### src/pkg/mac_filt_pkg.sv
package mac_filt_pkg;

  // ----------------------------------------
  // Register indices on the indirect CSR port
  // ----------------------------------------
  localparam logic [3:0] IDX_MAC_CONTROL = 4'h1;
  localparam logic [3:0] IDX_ADDR_HIGH   = 4'h2;
  localparam logic [3:0] IDX_ADDR_LOW    = 4'h3;
  localparam logic [3:0] IDX_HASH_HIGH   = 4'h4;
  localparam logic [3:0] IDX_HASH_LOW    = 4'h5;

  // ----------------------------------------
  // mac_control field positions
  // ----------------------------------------
  localparam int HASH_ONLY_BIT      = 15;
  localparam int HASH_FILTER_BIT    = 13;
  localparam int LATE_RETRY_BIT     = 12;
  localparam int BROADCAST_BLOCK_BLOCK_BIT    = 11;
  localparam int SINGLE_ATTEMPT_BIT = 10;
  localparam int PAD_STRIP_BIT      = 8;

  // ----------------------------------------
  // Reset values and writable bits
  // ----------------------------------------
  localparam logic [31:0] MAC_CONTROL_RESET = 32'h0004_0000;
  localparam logic [31:0] MAC_CONTROL_WMASK = 32'h80bf_bdff; // Bit 9 and reserved bits excluded
  localparam logic [31:0] ADDR_HIGH_RESET   = 32'h0000_ffff;
  localparam logic [31:0] ADDR_HIGH_WMASK   = 32'h0000_ffff;
  localparam logic [31:0] ADDR_LOW_RESET    = 32'hffff_ffff;
  localparam logic [31:0] HASH_RESET        = 32'h0000_0000;

  // ----------------------------------------
  // Frame and retry counts
  // ----------------------------------------
  localparam logic [4:0]  MAX_ATTEMPTS  = 5'd16;
  localparam logic [15:0] LEN_FIELD_MIN = 16'd46;
  localparam logic [15:0] HEADER_BYTES  = 16'd14;
  localparam logic [15:0] LEN_HI_POS    = 16'd12;
  localparam logic [15:0] LEN_LO_POS    = 16'd13;
  localparam logic [47:0] BROADCAST_BLOCK_ADDR    = 48'hffff_ffff_ffff;

  // ----------------------------------------
  // Types
  // ----------------------------------------
  typedef struct packed {
    logic late_collision;
    logic retry_error;
  } tx_status_s;

  typedef struct packed {
    logic accept;
    logic reject;
    logic wake;
  } rx_verdict_s;

  typedef enum logic [1:0] {
    TX_IDLE = 2'b01,
    TX_BUSY = 2'b10
  } tx_state_e;

endpackage

### src/rtl/hash_table_mem.sv
`timescale 1ns/100ps
`default_nettype none
module hash_table_mem
  import mac_filt_pkg::*;
(
  // Clock and reset
  input  wire logic        clk,
  input  wire logic        rst,
  // Write port
  input  wire logic        we,
  input  wire logic        waddr,
  input  wire logic [31:0] wdata,
  // Registered read ports
  input  wire logic        ra_addr,
  output logic      [31:0] ra_data,
  input  wire logic        rb_addr,
  output logic      [31:0] rb_data
);

  logic [31:0] mem [2];
  logic [31:0] next_mem [2];

  // ----------------------------------------
  // Storage update
  // ----------------------------------------
  always_comb begin
    next_mem[0] = mem[0];
    next_mem[1] = mem[1];
    if (we) begin
      next_mem[waddr] = wdata;
    end
  end

  // Read data always come out of a register
  always_ff @(posedge clk or posedge rst) begin
    if (rst) begin
      mem[0]  <= HASH_RESET;
      mem[1]  <= HASH_RESET;
      ra_data <= HASH_RESET;
      rb_data <= HASH_RESET;
    end else begin
      mem[0]  <= next_mem[0];
      mem[1]  <= next_mem[1];
      ra_data <= mem[ra_addr];
      rb_data <= mem[rb_addr];
    end
  end

endmodule // hash_table_mem
`default_nettype wire

### src/rtl/mac_filter_retry_pad_control.sv
`timescale 1ns/100ps
`default_nettype none
module mac_filter_retry_pad_control
  import mac_filt_pkg::*;
(
  // Clock and reset
  input  wire logic        CORE_CLK_I,
  input  wire logic        RST_I,
  // Indirect CSR port
  input  wire logic [3:0]  CSR_INDEX_I,
  input  wire logic [31:0] CSR_WDATA_I,
  input  wire logic        CSR_WR_I,
  input  wire logic        CSR_RD_I,
  output logic      [31:0] CSR_RDATA_O,
  output logic             CSR_ACK_O,
  // Neighbouring control bits
  input  wire logic        WAKEUP_FRAME_ENABLE_I,
  input  wire logic        RX_CHECKSUM_OFFLOAD_ON_I,
  output logic             CFG_CONFLICT_O,
  // Destination address check
  input  wire logic        RX_DA_VALID_I,
  input  wire logic [47:0] RX_DA_I,
  input  wire logic [5:0]  RX_HASH_I,
  input  wire logic        RX_WAKE_FRAME_I,
  output logic             RX_ACCEPT_O,
  output logic             RX_REJECT_O,
  output logic             WAKE_O,
  // Receive byte stream in
  input  wire logic        RX_BYTE_VALID_I,
  input  wire logic [7:0]  RX_BYTE_I,
  input  wire logic        RX_SOF_I,
  input  wire logic        RX_EOF_I,
  // Receive byte stream out
  output logic             RX_OUT_VALID_O,
  output logic      [7:0]  RX_OUT_DATA_O,
  output logic             RX_OUT_SOF_O,
  output logic             RX_OUT_EOF_O,
  // Transmit attempt events
  input  wire logic        TX_START_I,
  input  wire logic        TX_COLLISION_I,
  input  wire logic        TX_LATE_I,
  input  wire logic        TX_DONE_I,
  output logic             TX_RETRY_O,
  output logic             TX_ABANDON_O,
  output logic             TX_STATUS_VALID_O,
  output logic      [1:0]  TX_STATUS_O
);

  // ----------------------------------------
  // Helpers
  // ----------------------------------------
  // Station address bytes in wire order, first byte in the top
  function automatic logic [47:0] station_addr(input logic [31:0] lo, input logic [31:0] hi);
    return {lo[7:0], lo[15:8], lo[23:16], lo[31:24], hi[7:0], hi[15:8]};
  endfunction

  logic [31:0] mac_control;
  logic [31:0] addr_high;
  logic [31:0] addr_low;
  logic        hash_only_select;
  logic        hash_filter_select;
  logic        late_collision_retry;
  logic        broadcast_block;
  logic        single_attempt_select;
  logic        pad_strip_enable;

  assign hash_only_select      = mac_control[HASH_ONLY_BIT];
  assign hash_filter_select    = mac_control[HASH_FILTER_BIT];
  assign late_collision_retry  = mac_control[LATE_RETRY_BIT];
  assign broadcast_block       = mac_control[BROADCAST_BLOCK_BLOCK_BIT];
  assign single_attempt_select = mac_control[SINGLE_ATTEMPT_BIT];
  assign pad_strip_enable      = mac_control[PAD_STRIP_BIT];

  // ----------------------------------------
  // Hash table storage
  // ----------------------------------------
  logic        hash_we;
  logic [31:0] hash_word_filter;
  logic [31:0] hash_word_csr;

  assign hash_we = CSR_WR_I && (CSR_INDEX_I == IDX_HASH_HIGH || CSR_INDEX_I == IDX_HASH_LOW);

  hash_table_mem u_hash (
    .clk     (CORE_CLK_I),
    .rst     (RST_I),
    .we      (hash_we),
    .waddr   (CSR_INDEX_I == IDX_HASH_HIGH),
    .wdata   (CSR_WDATA_I),
    .ra_addr (RX_HASH_I[5]),
    .ra_data (hash_word_filter),
    .rb_addr (CSR_INDEX_I == IDX_HASH_HIGH),
    .rb_data (hash_word_csr)
  );

  // ----------------------------------------
  // CSR port
  // ----------------------------------------
  logic        rd_pend;
  logic [3:0]  rd_idx;
  logic        conflict;
  logic [31:0] next_mac_control;
  logic [31:0] next_addr_high;
  logic [31:0] next_addr_low;
  logic        next_rd_pend;
  logic [3:0]  next_rd_idx;
  logic [31:0] next_rdata;
  logic        next_conflict;

  // Writes land at once; reads wait one edge for the registered hash word
  always_comb begin
    next_mac_control = mac_control;
    next_addr_high   = addr_high;
    next_addr_low    = addr_low;
    next_rd_pend     = CSR_RD_I;
    next_rd_idx      = CSR_RD_I ? CSR_INDEX_I : rd_idx;
    next_rdata       = CSR_RDATA_O;
    if (CSR_WR_I) begin
      case (CSR_INDEX_I)
        IDX_MAC_CONTROL: next_mac_control = CSR_WDATA_I & MAC_CONTROL_WMASK;
        IDX_ADDR_HIGH:   next_addr_high   = CSR_WDATA_I & ADDR_HIGH_WMASK;
        IDX_ADDR_LOW:    next_addr_low    = CSR_WDATA_I;
        default:         next_addr_low    = addr_low;
      endcase
    end
    if (rd_pend) begin
      case (rd_idx)
        IDX_MAC_CONTROL: next_rdata = mac_control;
        IDX_ADDR_HIGH:   next_rdata = addr_high;
        IDX_ADDR_LOW:    next_rdata = addr_low;
        IDX_HASH_HIGH:   next_rdata = hash_word_csr;
        IDX_HASH_LOW:    next_rdata = hash_word_csr;
        default:         next_rdata = 32'h0000_0000;
      endcase
    end
    // Flag the combination software must never program
    next_conflict = pad_strip_enable && RX_CHECKSUM_OFFLOAD_ON_I;
  end

  always_ff @(posedge CORE_CLK_I or posedge RST_I) begin
    if (RST_I) begin
      mac_control    <= MAC_CONTROL_RESET;
      addr_high      <= ADDR_HIGH_RESET;
      addr_low       <= ADDR_LOW_RESET;
      rd_pend        <= 1'b0;
      rd_idx         <= 4'h0;
      CSR_RDATA_O    <= 32'h0000_0000;
      CSR_ACK_O      <= 1'b0;
      conflict       <= 1'b0;
      CFG_CONFLICT_O <= 1'b0;
    end else begin
      mac_control    <= next_mac_control;
      addr_high      <= next_addr_high;
      addr_low       <= next_addr_low;
      rd_pend        <= next_rd_pend;
      rd_idx         <= next_rd_idx;
      CSR_RDATA_O    <= next_rdata;
      CSR_ACK_O      <= rd_pend;
      conflict       <= next_conflict;
      CFG_CONFLICT_O <= conflict;
    end
  end

  // ----------------------------------------
  // Destination address filter
  // ----------------------------------------
  logic        flt_valid;
  logic        flt_broadcast_block;
  logic        flt_use_hash;
  logic        flt_perfect;
  logic        flt_wake;
  logic [4:0]  flt_bit;
  logic        next_flt_broadcast_block;
  logic        next_flt_use_hash;
  logic        next_flt_perfect;
  rx_verdict_s next_verdict;

  // Stage one samples the address while the hash word is fetched
  always_comb begin
    next_flt_broadcast_block    = (RX_DA_I == BROADCAST_BLOCK_ADDR);
    next_flt_perfect  = (RX_DA_I == station_addr(addr_low, addr_high));
    // Multicast uses the hash with either select; individual only with hash-only
    next_flt_use_hash = hash_only_select
                      || (hash_filter_select && RX_DA_I[40]);
    next_verdict      = '0;
    if (flt_valid) begin
      if (flt_broadcast_block) begin
        next_verdict.accept = !broadcast_block;
      end else if (flt_use_hash) begin
        next_verdict.accept = hash_word_filter[flt_bit];
      end else begin
        next_verdict.accept = flt_perfect;
      end
      next_verdict.reject = !next_verdict.accept;
      // Wake decision ignores the broadcast block on purpose
      next_verdict.wake   = flt_wake && WAKEUP_FRAME_ENABLE_I;
    end
  end

  always_ff @(posedge CORE_CLK_I or posedge RST_I) begin
    if (RST_I) begin
      flt_valid    <= 1'b0;
      flt_broadcast_block    <= 1'b0;
      flt_use_hash <= 1'b0;
      flt_perfect  <= 1'b0;
      flt_wake     <= 1'b0;
      flt_bit      <= 5'h00;
      RX_ACCEPT_O  <= 1'b0;
      RX_REJECT_O  <= 1'b0;
      WAKE_O       <= 1'b0;
    end else begin
      flt_valid    <= RX_DA_VALID_I;
      flt_broadcast_block    <= next_flt_broadcast_block;
      flt_use_hash <= next_flt_use_hash;
      flt_perfect  <= next_flt_perfect;
      flt_wake     <= RX_WAKE_FRAME_I;
      flt_bit      <= RX_HASH_I[4:0];
      RX_ACCEPT_O  <= next_verdict.accept;
      RX_REJECT_O  <= next_verdict.reject;
      WAKE_O       <= next_verdict.wake;
    end
  end

  // ----------------------------------------
  // Pad and FCS stripping
  // ----------------------------------------
  logic [15:0] byte_pos;
  logic [7:0]  len_hi;
  logic [15:0] len_field;
  logic        strip;
  logic [15:0] cur_pos;
  logic [15:0] next_byte_pos;
  logic [7:0]  next_len_hi;
  logic [15:0] next_len_field;
  logic        next_strip;
  logic        keep;

  // Length field is known before the payload, so no frame buffer is needed
  always_comb begin
    cur_pos        = RX_SOF_I ? 16'h0000 : byte_pos;
    next_byte_pos  = byte_pos;
    next_len_hi    = len_hi;
    next_len_field = len_field;
    next_strip     = RX_SOF_I ? 1'b0 : strip;
    keep           = 1'b1;
    if (RX_BYTE_VALID_I) begin
      next_byte_pos = (cur_pos == 16'hffff) ? cur_pos : cur_pos + 16'h0001;
      if (cur_pos == LEN_HI_POS) begin
        next_len_hi = RX_BYTE_I;
      end
      if (cur_pos == LEN_LO_POS) begin
        next_len_field = {len_hi, RX_BYTE_I};
        // Type values and long lengths leave the frame untouched
        next_strip = pad_strip_enable && ({len_hi, RX_BYTE_I} < LEN_FIELD_MIN);
      end
      // Pad and FCS: all past header plus length
      if (strip && cur_pos >= HEADER_BYTES + len_field) begin
        keep = 1'b0;
      end
    end
  end

  always_ff @(posedge CORE_CLK_I or posedge RST_I) begin
    if (RST_I) begin
      byte_pos       <= 16'h0000;
      len_hi         <= 8'h00;
      len_field      <= 16'h0000;
      strip          <= 1'b0;
      RX_OUT_VALID_O <= 1'b0;
      RX_OUT_DATA_O  <= 8'h00;
      RX_OUT_SOF_O   <= 1'b0;
      RX_OUT_EOF_O   <= 1'b0;
    end else begin
      byte_pos       <= next_byte_pos;
      len_hi         <= next_len_hi;
      len_field      <= next_len_field;
      strip          <= next_strip;
      RX_OUT_VALID_O <= RX_BYTE_VALID_I && keep;
      RX_OUT_DATA_O  <= RX_BYTE_I;
      RX_OUT_SOF_O   <= RX_BYTE_VALID_I && RX_SOF_I;
      RX_OUT_EOF_O   <= RX_BYTE_VALID_I && RX_EOF_I; // End mark survives a stripped tail
    end
  end

  // ----------------------------------------
  // Transmit retry policy
  // ----------------------------------------
  tx_state_e  tx_state;
  tx_state_e  next_tx_state;
  logic [4:0] attempts;
  logic [4:0] next_attempts;
  logic       late_seen;
  logic       next_late_seen;
  logic       next_retry;
  logic       next_abandon;
  logic       next_stat_valid;
  tx_status_s next_status;

  always_comb begin
    next_tx_state   = tx_state;
    next_attempts   = attempts;
    next_late_seen  = late_seen;
    next_retry      = 1'b0;
    next_abandon    = 1'b0;
    next_stat_valid = 1'b0;
    next_status     = TX_STATUS_O;
    case (tx_state)
      TX_IDLE: begin
        if (TX_START_I) begin
          next_tx_state  = TX_BUSY;
          next_attempts  = 5'd1;
          next_late_seen = 1'b0;
        end
      end
      TX_BUSY: begin
        if (TX_COLLISION_I) begin
          next_late_seen              = late_seen || TX_LATE_I;
          next_status.late_collision  = late_seen || TX_LATE_I;
          next_status.retry_error     = 1'b0;
          if (TX_LATE_I && !late_collision_retry) begin
            next_abandon    = 1'b1;
            next_stat_valid = 1'b1;
            next_tx_state   = TX_IDLE;
          end else if (single_attempt_select || attempts >= MAX_ATTEMPTS) begin
            next_abandon            = 1'b1;
            next_stat_valid         = 1'b1;
            next_status.retry_error = 1'b1;
            next_tx_state           = TX_IDLE;
          end else begin
            // Retry counts the next attempt; late ones too when allowed
            next_retry    = 1'b1;
            next_attempts = attempts + 5'd1;
          end
        end else if (TX_DONE_I) begin
          next_stat_valid            = 1'b1;
          next_status.late_collision = late_seen;
          next_status.retry_error    = 1'b0;
          next_tx_state              = TX_IDLE;
        end
      end
      default: next_tx_state = TX_IDLE;
    endcase
  end

  always_ff @(posedge CORE_CLK_I or posedge RST_I) begin
    if (RST_I) begin
      tx_state          <= TX_IDLE;
      attempts          <= 5'd0;
      late_seen         <= 1'b0;
      TX_RETRY_O        <= 1'b0;
      TX_ABANDON_O      <= 1'b0;
      TX_STATUS_VALID_O <= 1'b0;
      TX_STATUS_O       <= 2'b00;
    end else begin
      tx_state          <= next_tx_state;
      attempts          <= next_attempts;
      late_seen         <= next_late_seen;
      TX_RETRY_O        <= next_retry;
      TX_ABANDON_O      <= next_abandon;
      TX_STATUS_VALID_O <= next_stat_valid;
      TX_STATUS_O       <= next_status;
    end
  end

endmodule // mac_filter_retry_pad_control
`default_nettype wire

### config.mk
export PLATFORM = sky130hd
export DESIGN_NAME = mac_filter_retry_pad_control
export DESIGN_NICKNAME = d
export VERILOG_FILES = /design/src/pkg/mac_filt_pkg.sv /design/src/rtl/hash_table_mem.sv /design/src/rtl/mac_filter_retry_pad_control.sv
export SDC_FILE = /design/constraint.sdc
export NUM_CORES = 1
export LEC_CHECK = 0
export BUFFER_PORTS_ARGS = -buffer_cell sky130_fd_sc_hd__buf_4
export CELL_PAD_IN_SITES_DETAIL_PLACEMENT = 1
export CELL_PAD_IN_SITES_GLOBAL_PLACEMENT = 1
export CORE_ASPECT_RATIO = 0.6
export CORE_MARGIN = 4
export CORE_UTILIZATION = 52
export DETAILED_ROUTE_END_ITERATION = 12
export HOLD_SLACK_MARGIN = 0.02
export PLACE_DENSITY = 0.86
export SYNTH_ARGS = -nofsm -noshare
export SYNTH_HDL_FRONTEND = slang
export SYNTH_HIERARCHICAL = 1
export SYNTH_SLANG_ARGS = --single-unit
### constraint.sdc
create_clock -name CORE_CLK_I -period 14.3 [get_ports CORE_CLK_I]
set_input_delay 0.715 -clock CORE_CLK_I [delete_from_list [all_inputs] [get_ports CORE_CLK_I]]
set_output_delay 0.715 -clock CORE_CLK_I [all_outputs]
set_load 0.005 [all_outputs]
==> metrics.txt, run 1 <==
# TYPE chip_impl_metric gauge
chip_impl_info{name="globalRoute.busiestLayer",value="met2"} 1
chip_impl_metric{name="post_route_cells_drive_above_1_share",unit="%"} 42.3
chip_impl_metric{name="path_clk_slew",unit="ns"} 0.07
chip_impl_metric{name="antenna_violating_nets_post_route",unit=""} 0
chip_impl_metric{name="r2r_cells",unit=""} 3
chip_impl_metric{name="grt_pass1_wl",unit="µm"} 67200
chip_impl_metric{name="gpl.final_weighted_congestion",unit=""} 0.962
chip_impl_metric{name="leakage",unit="nW"} 7.73
chip_impl_metric{name="initial_utilization",unit="%"} 53.4
chip_impl_info{name="tritoncts",value="done"} 1
chip_impl_metric{name="clk_latency",unit="ns"} 0.57
chip_impl_metric{name="max_slew_margin",unit="%"} 22.4
chip_impl_metric{name="routed_via_density",unit=""} 6.13
chip_impl_metric{name="fin_crit",unit="ns"} 2.92
chip_impl_info{name="worst_hold_check_path_type",value="in -> reg"} 1
chip_impl_metric{name="worst-path-max-fanout",unit=""} 34
chip_impl_metric{name="final.period_utilization",unit="%"} 20.4
chip_impl_metric{name="gr-total-overflow",unit=""} 0
chip_impl_metric{name="final.setup_skew",unit="ns"} 0.0121
chip_impl_metric{name="ys_async_sr_fraction",unit="%"} 100
chip_impl_metric{name="die_height",unit="µm"} 136
chip_impl_metric{name="initial_antenna_violation_count",unit=""} 0
chip_impl_metric{name="groute.layer.met3.usage",unit="%"} 6.06
chip_impl_metric{name="ant_cells",unit=""} 0
chip_impl_metric{name="power.ir.vdd_worst",unit="V"} 0.000110
chip_impl_metric{name="route.vias.total",unit=""} 9849
chip_impl_metric{name="hold_buffers",unit=""} 0
chip_impl_metric{name="cts.repair_timing.setup_buffer_count",unit=""} 0
chip_impl_metric{name="maxClockFrequency",unit="MHz"} 343
chip_impl_metric{name="grt_start_max_net_pins",unit=""} 131
chip_impl_metric{name="wirelength",unit="µm"} 44000
chip_impl_metric{name="core_area",unit="mm²"} 0.0266
chip_impl_metric{name="setup_viol",unit=""} 0
chip_impl_metric{name="netlist_area_pre_place",unit="mm²"} 0.0142
chip_impl_metric{name="ys_warn_count",unit=""} 6
chip_impl_metric{name="synth-seq-cells",unit=""} 316
chip_impl_metric{name="report.final.hold_viol_count",unit=""} 0
chip_impl_metric{name="tritoncts.num_buffers",unit=""} 30
chip_impl_info{name="setup.worst_path.start_class",value="flip-flop"} 1
chip_impl_metric{name="worst_ep_required_time",unit="ns"} 14.76
chip_impl_metric{name="fin_cells",unit=""} 1608
chip_impl_metric{name="io_buffers",unit=""} 165
chip_impl_info{name="synth_flop_cell",value="sky130_fd_sc_hd__dfrtp_1"} 1
chip_impl_metric{name="num-nets-final",unit=""} 1358
chip_impl_metric{name="detail_route.iter0.violations",unit=""} 788
chip_impl_metric{name="cell_count_of_the_worst_hold_path",unit=""} 1
chip_impl_metric{name="max_cap_violations",unit=""} 0
chip_impl_metric{name="fp-row-count",unit=""} 46
chip_impl_metric{name="clockBufferDepth",unit=""} 3
chip_impl_metric{name="syn_area_per_cell",unit="µm²"} 13.4
chip_impl_metric{name="first_global_vias",unit=""} 10800
chip_impl_metric{name="fp.dieW",unit="µm"} 222
chip_impl_metric{name="postSynthCellCount",unit=""} 1062
chip_impl_metric{name="synth_seq_area_share",unit="%"} 56.0
chip_impl_info{name="rsz0062_at_grt",value="no"} 1
chip_impl_metric{name="synth_cell_types",unit=""} 67
chip_impl_metric{name="timing_max_transition_violations_final",unit=""} 0
chip_impl_metric{name="track_usage",unit="%"} 29.1
chip_impl_metric{name="cp_data_arrival_time",unit="ns"} 3.38
chip_impl_metric{name="die_area",unit="mm²"} 0.0302
chip_impl_metric{name="postSynthNetCount",unit=""} 1196
chip_impl_metric{name="use_met2",unit="%"} 47.0
chip_impl_metric{name="post-place-cells",unit=""} 1552
chip_impl_metric{name="flow.area_growth_from_synthesis",unit="%"} 18.7
chip_impl_metric{name="post_cts.resized_instances",unit=""} 0
chip_impl_metric{name="drcViolationCount",unit=""} 0
chip_impl_info{name="status",value="complete, no violations"} 1
chip_impl_metric{name="max_slew.worst_pin.slew",unit="ns"} 1.16
chip_impl_info{name="worstSetupEndpointType",value="flip-flop"} 1
chip_impl_metric{name="io_count",unit=""} 166
chip_impl_metric{name="post_synth_edffs",unit=""} 0
chip_impl_info{name="clock-root-buffer",value="sky130_fd_sc_hd__clkbuf_16"} 1
chip_impl_metric{name="report.power.total",unit="mW"} 2.43
chip_impl_metric{name="cts_num_sinks",unit=""} 316
chip_impl_metric{name="avgRoutedWirePerCell",unit="µm"} 27.4
chip_impl_metric{name="power_density",unit="mW/mm²"} 144
chip_impl_metric{name="grt_use_met1",unit="%"} 41.6
chip_impl_metric{name="cts_max_level",unit=""} 1
chip_impl_info{name="critical_path_class",value="reg -> reg"} 1
chip_impl_metric{name="detailedRoute.firstPassIterationCount",unit=""} 5
chip_impl_metric{name="tns",unit="ns"} 0
chip_impl_metric{name="detailedPlacementHpwl",unit="µm"} 29400
-- stage by stage --
stage / instance area, µm² / hold WS (ns) / setup WS, ns / util (%)
2_1_floorplan: 14200 / 0.331 / 8.55 / -
3_3_place_gp: 15800 / 0.332 / 11.45 / 59.3
3_5_place_dp: 15800 / 0.341 / 11.30 / 59.3
4_1_cts: 16900 / 0.234 / 11.54 / 63.4
5_1_grt: 16900 / 0.239 / 11.38 / 63.4
6_report: 16900 / 0.248 / 11.38 / 63.4
-- path summary, 6_finish.rpt --
path                               startpoint                          end  slack (ns)
max reg2reg                 rd_pend$_DFF_PP0_  CSR_RDATA_O[11]$_DFFE_PP0P_       11.38
min                              RX_HASH_I[0]         flt_bit[0]$_DFF_PP0_        0.25
max                         rd_pend$_DFF_PP0_  CSR_RDATA_O[11]$_DFFE_PP0P_       11.38
max in group asynchronous               RST_I    u_hash/mem[4]$_DFFE_PP0P_       12.55
min reg2reg                conflict$_DFF_PP0_     CFG_CONFLICT_O$_DFF_PP0_        0.35
min in group asynchronous               RST_I   u_hash/mem[61]$_DFFE_PP0P_        0.29
-- cells in the final DEF, fill, tap and decap left out, types with 12 or more instances in the layout --
master,instances
sky130_fd_sc_hd__nor2_1,27
sky130_fd_sc_hd__nor2b_1,12
sky130_fd_sc_hd__nor4_1,19
sky130_fd_sc_hd__buf_4,176
sky130_fd_sc_hd__ha_1,21
sky130_fd_sc_hd__dfrtp_1,265
sky130_fd_sc_hd__mux2_4,18
sky130_fd_sc_hd__clkbuf_16,31
sky130_fd_sc_hd__a22o_1,14
sky130_fd_sc_hd__mux2_2,206
sky130_fd_sc_hd__nand2_1,31
sky130_fd_sc_hd__xor2_1,64
sky130_fd_sc_hd__a221oi_1,14
sky130_fd_sc_hd__o22ai_1,32
sky130_fd_sc_hd__dfstp_2,50
sky130_fd_sc_hd__a21oi_1,15
sky130_fd_sc_hd__inv_1,48
sky130_fd_sc_hd__nand4_1,24
sky130_fd_sc_hd__mux2i_1,16
sky130_fd_sc_hd__nand3_1,13
-- flip-flops by register name, indices dropped and copies added, names as in the netlist, 8 cells and up --
register / count
RX_OUT_DATA_O: 8
CSR_RDATA_O: 32
u_hash/mem: 64
u_hash/ra_data: 32
byte_pos: 16
addr_low: 32
addr_high: 16
len_field: 16
u_hash/rb_data: 32
mac_control: 22
len_hi: 8
-- logic make-up after synthesis --
logic type      count (synthesis)  share of synthesized area [%]
flops                         316                           56.0
mux                           249                           20.4
simple gates                  182                           7.61
compound gates                128                           6.60
buf+inv                        96                           3.17
xor+xnor                       70                           4.31
fa+ha+maj                      21                           1.85
-- worst max-delay path, stage by stage, from the launching register on --
cell                       delay, ns
sky130_fd_sc_hd__dfrtp_2        1.02
sky130_fd_sc_hd__nand3b_1       0.98
sky130_fd_sc_hd__buf_4          0.56
sky130_fd_sc_hd__o22ai_1        0.23
-- final cells by class --
class | instances | area, µm²
Clock inverter | 15 | 210
Tap cell | 360 | 450
Sequential cell | 316 | 7970
Fill cell | 2599 | 9760
Timing Repair Buffer | 176 | 1320
Multi-Input combinational cell | 650 | 5850
Clock buffer | 41 | 883
Inverter | 50 | 198
-- power breakdown --
| part | internal [mW] | leakage, nW | switching, mW | total (mW) |
|---|---|---|---|---|
| clock network | 0.523 | 0.548 | 0.361 | 0.884 |
| logic | 0.190 | 3.22 | 0.177 | 0.368 |
| registers | 1.06 | 3.96 | 0.125 | 1.18 |
| total | 1.77 | 7.73 | 0.663 | 2.43 |
-- synth_stat cells, types with 9 or more instances --
library cell	number	area, µm²
sky130_fd_sc_hd__dfrtp_1	266	6660
sky130_fd_sc_hd__mux2_2	206	2320
sky130_fd_sc_hd__xor2_1	64	561
sky130_fd_sc_hd__dfstp_2	50	1310
sky130_fd_sc_hd__inv_1	50	188
sky130_fd_sc_hd__o22ai_1	32	200
sky130_fd_sc_hd__nand2_1	31	116
sky130_fd_sc_hd__nor2_1	28	105
sky130_fd_sc_hd__clkbuf_1	25	93.8
sky130_fd_sc_hd__nand4_1	24	150
sky130_fd_sc_hd__ha_1	21	263
sky130_fd_sc_hd__nor4_1	19	119
sky130_fd_sc_hd__mux2_4	18	270
sky130_fd_sc_hd__mux2i_1	16	160
sky130_fd_sc_hd__a21oi_1	15	75.1
sky130_fd_sc_hd__a221oi_1	14	123
sky130_fd_sc_hd__a22o_1	14	123
sky130_fd_sc_hd__nand3_1	14	70.1
sky130_fd_sc_hd__nor2b_1	13	81.3
sky130_fd_sc_hd__a222oi_1	10	100
sky130_fd_sc_hd__and3_1	10	62.6
sky130_fd_sc_hd__o21ai_0	9	45.0
-- per-layer routing --
metal  up-vias  routed length, µm
met4         0                842
li1       4192                  -
met2       319              20700
met1      5267              19500
met3        71               2970
met5         -                  0
No activity file was read; power rests on OpenSTA's default activity.
==> run 2: changes to the inputs <==
--- a/config.mk
+++ b/config.mk
@@ -10,10 +10,10 @@
 export CELL_PAD_IN_SITES_GLOBAL_PLACEMENT = 1
 export CORE_ASPECT_RATIO = 0.6
 export CORE_MARGIN = 4
-export CORE_UTILIZATION = 52
+export CORE_UTILIZATION = 48
 export DETAILED_ROUTE_END_ITERATION = 12
 export HOLD_SLACK_MARGIN = 0.02
-export PLACE_DENSITY = 0.86
+export PLACE_DENSITY = 0.81
 export SYNTH_ARGS = -nofsm -noshare
 export SYNTH_HDL_FRONTEND = slang
 export SYNTH_HIERARCHICAL = 1
==> constraint.sdc (replaced) <==
create_clock -name CORE_CLK_I -period 2.8 [get_ports CORE_CLK_I]
set_input_delay 0.14 -clock CORE_CLK_I [delete_from_list [all_inputs] [get_ports CORE_CLK_I]]
set_output_delay 0.14 -clock CORE_CLK_I [all_outputs]
set_load 0.005 [all_outputs]
==> run 2 against run 1 <==
  * Register-to-register slack worse by 11 ns
  * Setup slack worse by 11 ns
  * Non-clock buffer count is 79 higher
  * First-iteration DRC count is 18% lower
  * Flip-flop and latch count stayed put
  * Sequential share of layout area is 1.9 points lower
  * Hold slack worse by 0.19 ns
  * Clock skew is 0.0099 ns higher
  * Clock-buffer cell count is 2 higher
  * Critical path type unchanged
  * Critical endpoint is now RX_OUT_VALID_O$_DFF_PP0_
  * Largest cell class unchanged
==> metrics.txt, run 2 (synthesis gave the netlist of run 1 again) <==
# TYPE chip_impl_metric gauge
chip_impl_metric{name="core_area",unit="mm²"} 0.0289
chip_impl_metric{name="antenna_violating_nets_post_route",unit=""} 0
chip_impl_metric{name="track_usage",unit="%"} 27.8
chip_impl_metric{name="drcViolationCount",unit=""} 0
chip_impl_metric{name="die_height",unit="µm"} 141
chip_impl_metric{name="routed_via_density",unit=""} 5.84
chip_impl_metric{name="cts_num_sinks",unit=""} 316
chip_impl_metric{name="maxClockFrequency",unit="MHz"} 397
chip_impl_metric{name="io_count",unit=""} 166
chip_impl_metric{name="final.setup_skew",unit="ns"} 0.0220
chip_impl_metric{name="max_cap_violations",unit=""} 0
chip_impl_metric{name="tritoncts.num_buffers",unit=""} 29
chip_impl_metric{name="gpl.final_weighted_congestion",unit=""} 0.900
chip_impl_metric{name="fin_crit",unit="ns"} 2.52
chip_impl_metric{name="num-nets-final",unit=""} 1436
chip_impl_metric{name="detail_route.iter0.violations",unit=""} 645
chip_impl_metric{name="detailedPlacementHpwl",unit="µm"} 29900
chip_impl_metric{name="cts_max_level",unit=""} 1
chip_impl_metric{name="fp.dieW",unit="µm"} 230
chip_impl_metric{name="post-place-cells",unit=""} 1604
chip_impl_info{name="worstSetupEndpointType",value="flip-flop"} 1
chip_impl_metric{name="post_route_cells_drive_above_1_share",unit="%"} 40.3
chip_impl_metric{name="initial_antenna_violation_count",unit=""} 2
chip_impl_info{name="tritoncts",value="done"} 1
chip_impl_metric{name="max_slew_margin",unit="%"} 42.0
chip_impl_metric{name="io_buffers",unit=""} 165
chip_impl_metric{name="gr-total-overflow",unit=""} 0
chip_impl_metric{name="fin_cells",unit=""} 1725
chip_impl_metric{name="flow.area_growth_from_synthesis",unit="%"} 23.5
chip_impl_metric{name="clockBufferDepth",unit=""} 3
chip_impl_metric{name="worst_ep_required_time",unit="ns"} 3.28
chip_impl_info{name="clock-root-buffer",value="sky130_fd_sc_hd__clkbuf_16"} 1
chip_impl_info{name="critical_path_class",value="reg -> reg"} 1
chip_impl_info{name="status",value="complete, no violations"} 1
chip_impl_metric{name="largest_register_ff_count",unit=""} 64
chip_impl_info{name="worst_hold_check_path_type",value="in -> reg"} 1
chip_impl_metric{name="grt_pass1_wl",unit="µm"} 69600
chip_impl_metric{name="area_occupied_by_multi_input_gates",unit="mm²"} 0.00585
chip_impl_info{name="layout_common_cells",value="sky130_fd_sc_hd__dfrtp_1, sky130_fd_sc_hd__mux2_2, sky130_fd_sc_hd__buf_4, sky130_fd_sc_hd__dlygate4sd3_1, sky130_fd_sc_hd__xor2_1"} 1
chip_impl_metric{name="route.vias.total",unit=""} 10100
chip_impl_metric{name="die_area",unit="mm²"} 0.0325
chip_impl_metric{name="tns",unit="ns"} 0
chip_impl_metric{name="final.period_utilization",unit="%"} 90.1
chip_impl_metric{name="cts.repair_timing.setup_buffer_count",unit=""} 0
chip_impl_metric{name="wirelength",unit="µm"} 45200
chip_impl_metric{name="avgRoutedWirePerCell",unit="µm"} 26.2
chip_impl_metric{name="fp-row-count",unit=""} 48
chip_impl_info{name="mostFrequentLayoutCell",value="sky130_fd_sc_hd__dfrtp_1"} 1
chip_impl_metric{name="finalHoldWorstSlack",unit="ns"} 0.0599
chip_impl_metric{name="initial_utilization",unit="%"} 49.1
chip_impl_metric{name="power.ir.vdd_worst",unit="V"} 0.000568
chip_impl_metric{name="total_area_of_sequential_cells",unit="mm²"} 0.00797
chip_impl_metric{name="power_density",unit="mW/mm²"} 682
chip_impl_metric{name="clk_latency",unit="ns"} 0.57
chip_impl_metric{name="max_slew.worst_pin.slew",unit="ns"} 0.868
chip_impl_metric{name="fill_cells",unit=""} 2876
chip_impl_info{name="setup.worst_path.start_class",value="flip-flop"} 1
chip_impl_metric{name="grt_start_max_net_pins",unit=""} 149
chip_impl_metric{name="report.final.hold_viol_count",unit=""} 0
chip_impl_metric{name="detailedRoute.firstPassIterationCount",unit=""} 6
chip_impl_metric{name="cp_data_arrival_time",unit="ns"} 3.01
chip_impl_info{name="top_register",value="u_hash/mem"} 1
chip_impl_info{name="rsz0062_at_grt",value="no"} 1
chip_impl_metric{name="worst-path-max-fanout",unit=""} 4
chip_impl_metric{name="setup_viol",unit=""} 0
chip_impl_metric{name="first_global_vias",unit=""} 11200
chip_impl_metric{name="timing_max_transition_violations_final",unit=""} 0
chip_impl_metric{name="leakage",unit="nW"} 8.00
chip_impl_metric{name="path_clk_slew",unit="ns"} 0.06
==> run 2: cell count changes in the layout (fill, tap and decap cells not counted), sizes merged <==
cell         previous run  this run
inv                    51        49
clkinvlp                0         2
buf                   176       188
diode                   0         1
clkbuf                 41        43
dlygate4sd3             0        67
bufinv                  5         1
clkinv                  9         8
==> run 2: per-layer routing <==
metal	wire length, µm	global-route usage [%]	share of wire (%)	vias up
met5	17	0	0.038	-
met4	1060	6.55	2.3	2
met1	20400	39.4	45	5312
li1	-	-	-	4361
met2	20800	44.3	46	330
met3	2910	6.02	6.5	73
==> run 2: final timing paths <==
kind	from	end	slack, ns	cells past startpoint
min	RX_DA_I[39]	flt_perfect$_DFF_PP0_	0.06	5
max in group asynchronous	RST_I	u_hash/ra_data[6]$_DFF_PP0_	1.69	4
max	len_field[1]$_DFFE_PP0P_	RX_OUT_VALID_O$_DFF_PP0_	0.28	9
max reg2reg	len_field[1]$_DFFE_PP0P_	RX_OUT_VALID_O$_DFF_PP0_	0.28	9
min reg2reg	conflict$_DFF_PP0_	CFG_CONFLICT_O$_DFF_PP0_	0.35	0
min in group asynchronous	RST_I	u_hash/mem[9]$_DFFE_PP0P_	0.36	3
==> run 2: cell type report <==
cell class,instances,share of cell area (%)
Tap cell,400,2.85
Multi-Input combinational cell,650,33.3
Clock buffer,43,4.83
Antenna cell,1,0.0142
Sequential cell,316,45.4
Inverter,50,1.11
Clock inverter,10,0.470
Timing Repair Buffer,255,12.1
==> run 2: power by group <==
| part | total [mW] | leakage [nW] | switching [mW] | internal [mW] |
|---|---|---|---|---|
| clock network | 3.95 | 0.466 | 1.76 | 2.19 |
| logic | 2.00 | 3.57 | 0.941 | 1.05 |
| registers | 6.03 | 3.96 | 0.642 | 5.39 |
==> run 2: repair_timing <==
| action | CTS | global route |
|---|---|---|
| setup endpoints to repair | 0 | 1 |
| endpoints found under the hold margin | 360 | 0 |
| resized for setup | 0 | 1 |
| hold buffers | 67 | 0 |
==> run 2: through the flow <==
| stage | setup slack [ns] | total power [mW] | utilization, % | instance area, µm² |
|---|---|---|---|---|
| 2_1_floorplan | 0.280 | 7.00 | - | 14200 |
| 3_3_place_gp | 0.355 | 7.78 | 55.2 | 16000 |
| 3_5_place_dp | 0.252 | 7.93 | 55.2 | 16000 |
| 4_1_cts | 0.194 | 12.0 | 60.7 | 17600 |
| 5_1_grt | 0.0839 | 12.5 | 60.7 | 17600 |
| 6_report | 0.278 | 12.0 | 60.7 | 17600 |
==> run 2: worst max-delay path, stage by stage (launching register included) <==
cell,delay (ns)
sky130_fd_sc_hd__dfrtp_1,0.41
sky130_fd_sc_hd__nor3_1,0.56
sky130_fd_sc_hd__and3b_1,0.26
sky130_fd_sc_hd__xnor2_1,0.13
sky130_fd_sc_hd__ha_1,0.19
sky130_fd_sc_hd__a21o_1,0.18
sky130_fd_sc_hd__a21o_1,0.17
sky130_fd_sc_hd__a21oi_1,0.22
sky130_fd_sc_hd__o2111ai_1,0.15
sky130_fd_sc_hd__a31oi_1,0.18
==> run 3: changes to the inputs <==
--- a/config.mk
+++ b/config.mk
@@ -11,6 +11,7 @@
 export CORE_ASPECT_RATIO = 0.6
 export CORE_MARGIN = 4
 export CORE_UTILIZATION = 48
+export CTS_BUF_LIST = sky130_fd_sc_hd__clkbuf_16
 export DETAILED_ROUTE_END_ITERATION = 12
 export HOLD_SLACK_MARGIN = 0.02
 export PLACE_DENSITY = 0.81
==> run 3 against run 2 <==
  * Final cell count about the same
  * Hold slack lost 0.0039 ns
  * Clock skew is 0.0014 ns higher
  * Highest routed layer is now met4
==> metrics.txt, run 3 (synthesis gave the netlist of run 1 again) <==
# TYPE chip_impl_metric gauge
chip_impl_metric{name="max_slew_margin",unit="%"} 42.8
chip_impl_metric{name="fin_crit",unit="ns"} 2.52
chip_impl_metric{name="clk_latency",unit="ns"} 0.57
chip_impl_metric{name="track_usage",unit="%"} 27.6
chip_impl_metric{name="max_cap_violations",unit=""} 0
chip_impl_metric{name="grt_start_max_net_pins",unit=""} 149
chip_impl_info{name="mostFrequentLayoutCell",value="sky130_fd_sc_hd__dfrtp_1"} 1
chip_impl_info{name="worst_hold_check_path_type",value="in -> reg"} 1
chip_impl_metric{name="worst_ep_required_time",unit="ns"} 3.28
chip_impl_metric{name="die_height",unit="µm"} 141
chip_impl_metric{name="power.ir.vdd_worst",unit="V"} 0.000561
chip_impl_metric{name="maxClockFrequency",unit="MHz"} 397
chip_impl_metric{name="routed_via_density",unit=""} 5.83
chip_impl_metric{name="p_seq_share",unit="%"} 51.4
chip_impl_info{name="tritoncts",value="done"} 1
chip_impl_metric{name="post-route-util",unit="%"} 60.4
chip_impl_metric{name="power_switching_share",unit="%"} 28.3
chip_impl_metric{name="cp_data_arrival_time",unit="ns"} 3.00
chip_impl_metric{name="cts_max_level",unit=""} 1
chip_impl_metric{name="setup_viol",unit=""} 0
chip_impl_metric{name="initial_utilization",unit="%"} 49.1
chip_impl_metric{name="wirelength",unit="µm"} 44600
chip_impl_metric{name="avgRoutedWirePerCell",unit="µm"} 25.9
chip_impl_metric{name="power.share.combinational",unit="%"} 16.9
chip_impl_info{name="clock-root-buffer",value="sky130_fd_sc_hd__clkbuf_16"} 1
chip_impl_metric{name="tritoncts.num_buffers",unit=""} 29
chip_impl_metric{name="worst-path-max-fanout",unit=""} 4
chip_impl_metric{name="p_int",unit="mW"} 8.41
chip_impl_metric{name="io_buffers",unit=""} 165
chip_impl_metric{name="gpl.final_weighted_congestion",unit=""} 0.900
chip_impl_metric{name="fp.dieW",unit="µm"} 230
chip_impl_metric{name="detail_route.iter0.violations",unit=""} 647
chip_impl_metric{name="flow.area_growth_from_synthesis",unit="%"} 23.0
chip_impl_metric{name="antenna_violating_nets_post_route",unit=""} 0
chip_impl_metric{name="tns",unit="ns"} 0
chip_impl_info{name="top_register",value="u_hash/mem"} 1
chip_impl_metric{name="detailedPlacementHpwl",unit="µm"} 29900
chip_impl_metric{name="first_global_vias",unit=""} 11200
chip_impl_info{name="status",value="complete, no violations"} 1
chip_impl_metric{name="fill_cells",unit=""} 2891
chip_impl_metric{name="drcViolationCount",unit=""} 0
chip_impl_metric{name="route.vias.total",unit=""} 10000
chip_impl_metric{name="clockBufferDepth",unit=""} 3
chip_impl_metric{name="gr-total-overflow",unit=""} 0
chip_impl_metric{name="grt_pass1_wl",unit="µm"} 69100
chip_impl_metric{name="timing_max_transition_violations_final",unit=""} 0
chip_impl_metric{name="power_density",unit="mW/mm²"} 671
chip_impl_metric{name="largest_register_ff_count",unit=""} 64
chip_impl_metric{name="path_clk_slew",unit="ns"} 0.06
chip_impl_metric{name="pwr-share-clk",unit="%"} 31.7
chip_impl_metric{name="leakage",unit="nW"} 7.98
chip_impl_metric{name="cts.repair_timing.setup_buffer_count",unit=""} 0
chip_impl_metric{name="cts_num_sinks",unit=""} 316
chip_impl_info{name="critical_path_class",value="reg -> reg"} 1
chip_impl_info{name="crit_chain",value="nor3_1 -> nor2_1 -> nand3_1 -> xor2_1 -> ha_1 -> a21oi_1 -> a21boi_0 -> o21ai_0 -> nand2_1 -> a31oi_1"} 1
chip_impl_metric{name="max_slew.worst_pin.slew",unit="ns"} 0.856
chip_impl_info{name="setup.worst_path.start_class",value="flip-flop"} 1
chip_impl_info{name="layout_common_cells",value="sky130_fd_sc_hd__dfrtp_1, sky130_fd_sc_hd__mux2_2, sky130_fd_sc_hd__buf_4, sky130_fd_sc_hd__dlygate4sd3_1, sky130_fd_sc_hd__xor2_1"} 1
chip_impl_metric{name="num-nets-final",unit=""} 1435
chip_impl_metric{name="post_route_cells_drive_above_1_share",unit="%"} 39.8
chip_impl_metric{name="die_area",unit="mm²"} 0.0325
chip_impl_metric{name="initial_antenna_violation_count",unit=""} 1
chip_impl_metric{name="final.period_utilization",unit="%"} 90.0
chip_impl_metric{name="fp-row-count",unit=""} 48
chip_impl_info{name="timing.critical_path.slowest_stage_cell",value="sky130_fd_sc_hd__nor3_1"} 1
chip_impl_metric{name="detailedRoute.firstPassIterationCount",unit=""} 5
chip_impl_info{name="rsz0062_at_grt",value="no"} 1
chip_impl_metric{name="power_spent_charging_and_discharging_nets",unit="mW"} 3.32
chip_impl_metric{name="io_count",unit=""} 166
chip_impl_metric{name="slowest_delay",unit="ns"} 0.55
chip_impl_metric{name="final.setup_skew",unit="ns"} 0.0234
chip_impl_metric{name="core_area",unit="mm²"} 0.0289
chip_impl_info{name="worstSetupEndpointType",value="flip-flop"} 1
chip_impl_metric{name="report.final.hold_viol_count",unit=""} 0
-- run 3: cell types whose count changed in the layout (fill, tap and decap cells not counted) --
cell | previous run | this run
sky130_fd_sc_hd__clkbuf_8 | 7 | 0
sky130_fd_sc_hd__dlygate4sd3_1 | 67 | 66
sky130_fd_sc_hd__inv_1 | 48 | 55
sky130_fd_sc_hd__clkbuf_1 | 7 | 0
sky130_fd_sc_hd__clkinv_1 | 0 | 7
-- run 3: critical path, delay by kind of cell, from the launching register on --
kind,cells,cell delay (ns)
xor gates and xnor gates,1,0.15
AOI/OAI and AO/OA,4,0.62
DFF,1,0.41
adders and majority gates,1,0.27
and+or+nand+nor,4,0.98
-- run 3: path summary, 6_finish.rpt --
check / from / to / slack (ns) / cells past startpoint
max in group asynchronous: RST_I / u_hash/ra_data[4]$_DFF_PP0_ / 1.70 / 4
min in group asynchronous: RST_I / u_hash/mem[9]$_DFFE_PP0P_ / 0.36 / 3
worst max-delay path: len_field[1]$_DFFE_PP0P_ / RX_OUT_VALID_O$_DFF_PP0_ / 0.28 / 10
worst min register to register: conflict$_DFF_PP0_ / CFG_CONFLICT_O$_DFF_PP0_ / 0.35 / 0
worst min-delay path: RX_DA_I[35] / flt_broadcast_block$_DFF_PP0_ / 0.06 / 4
worst max register to register: len_field[1]$_DFFE_PP0P_ / RX_OUT_VALID_O$_DFF_PP0_ / 0.28 / 10
-- run 3: area by class of cell --
cell class                 instances  area (µm²)  share of cell area (%)
timing repair buffer             254        2110                    12.1
antenna                            1        2.50                  0.0143
multi-input combinational        650        5850                    33.5
clock buffer                      29         726                    4.15
tap                              400         500                    2.86
inverter                          50         195                    1.12
clock inverter                    24         135                   0.772
sequential                       316        7970                    45.6
-- run 3: timing repair --
action / 4_1_cts / 5_1_grt
hold buffers: 66 / 0
gates resized for setup: 0 / 1
endpoints found under the setup margin: 0 / 1
hold endpoints to repair: 360 / 0
-- run 3: power groups by stage --
stage | logic [mW] | clock network, mW | registers (mW)
3_5_place_dp | 1.86 | 0 | 6.07
2_1_floorplan | 1.21 | 0 | 5.79
4_1_cts | 1.98 | 3.79 | 6.00
5_1_grt | 2.16 | 4.01 | 6.09
3_3_place_gp | 1.77 | 0 | 6.01
6_report | 1.99 | 3.72 | 6.03
-- run 3: metrics by stage --
stage | instance area, µm² | hold WS, ns | instances | power, mW | setup slack (ns)
6_report | 17500 | 0.0560 | 1724 | 11.7 | 0.281
5_1_grt | 17500 | 0.0598 | 1724 | 12.3 | 0.0884
4_1_cts | 17500 | 0.0218 | 1723 | 11.8 | 0.194
3_5_place_dp | 16000 | 0.252 | 1604 | 7.93 | 0.252
2_1_floorplan | 14200 | 0.171 | 1062 | 7.00 | 0.280
3_3_place_gp | 16000 | 0.251 | 1604 | 7.78 | 0.355
-- run 3: layer usage --
layer  vias to the layer above  global-route usage [%]  routed length [µm]
met5                         -                       0                   0
li1                       4365                       -                   -
met2                       305                    43.5               20400
met3                        73                    5.52                2730
met1                      5305                    39.8               20400
met4                         0                    6.77                1140
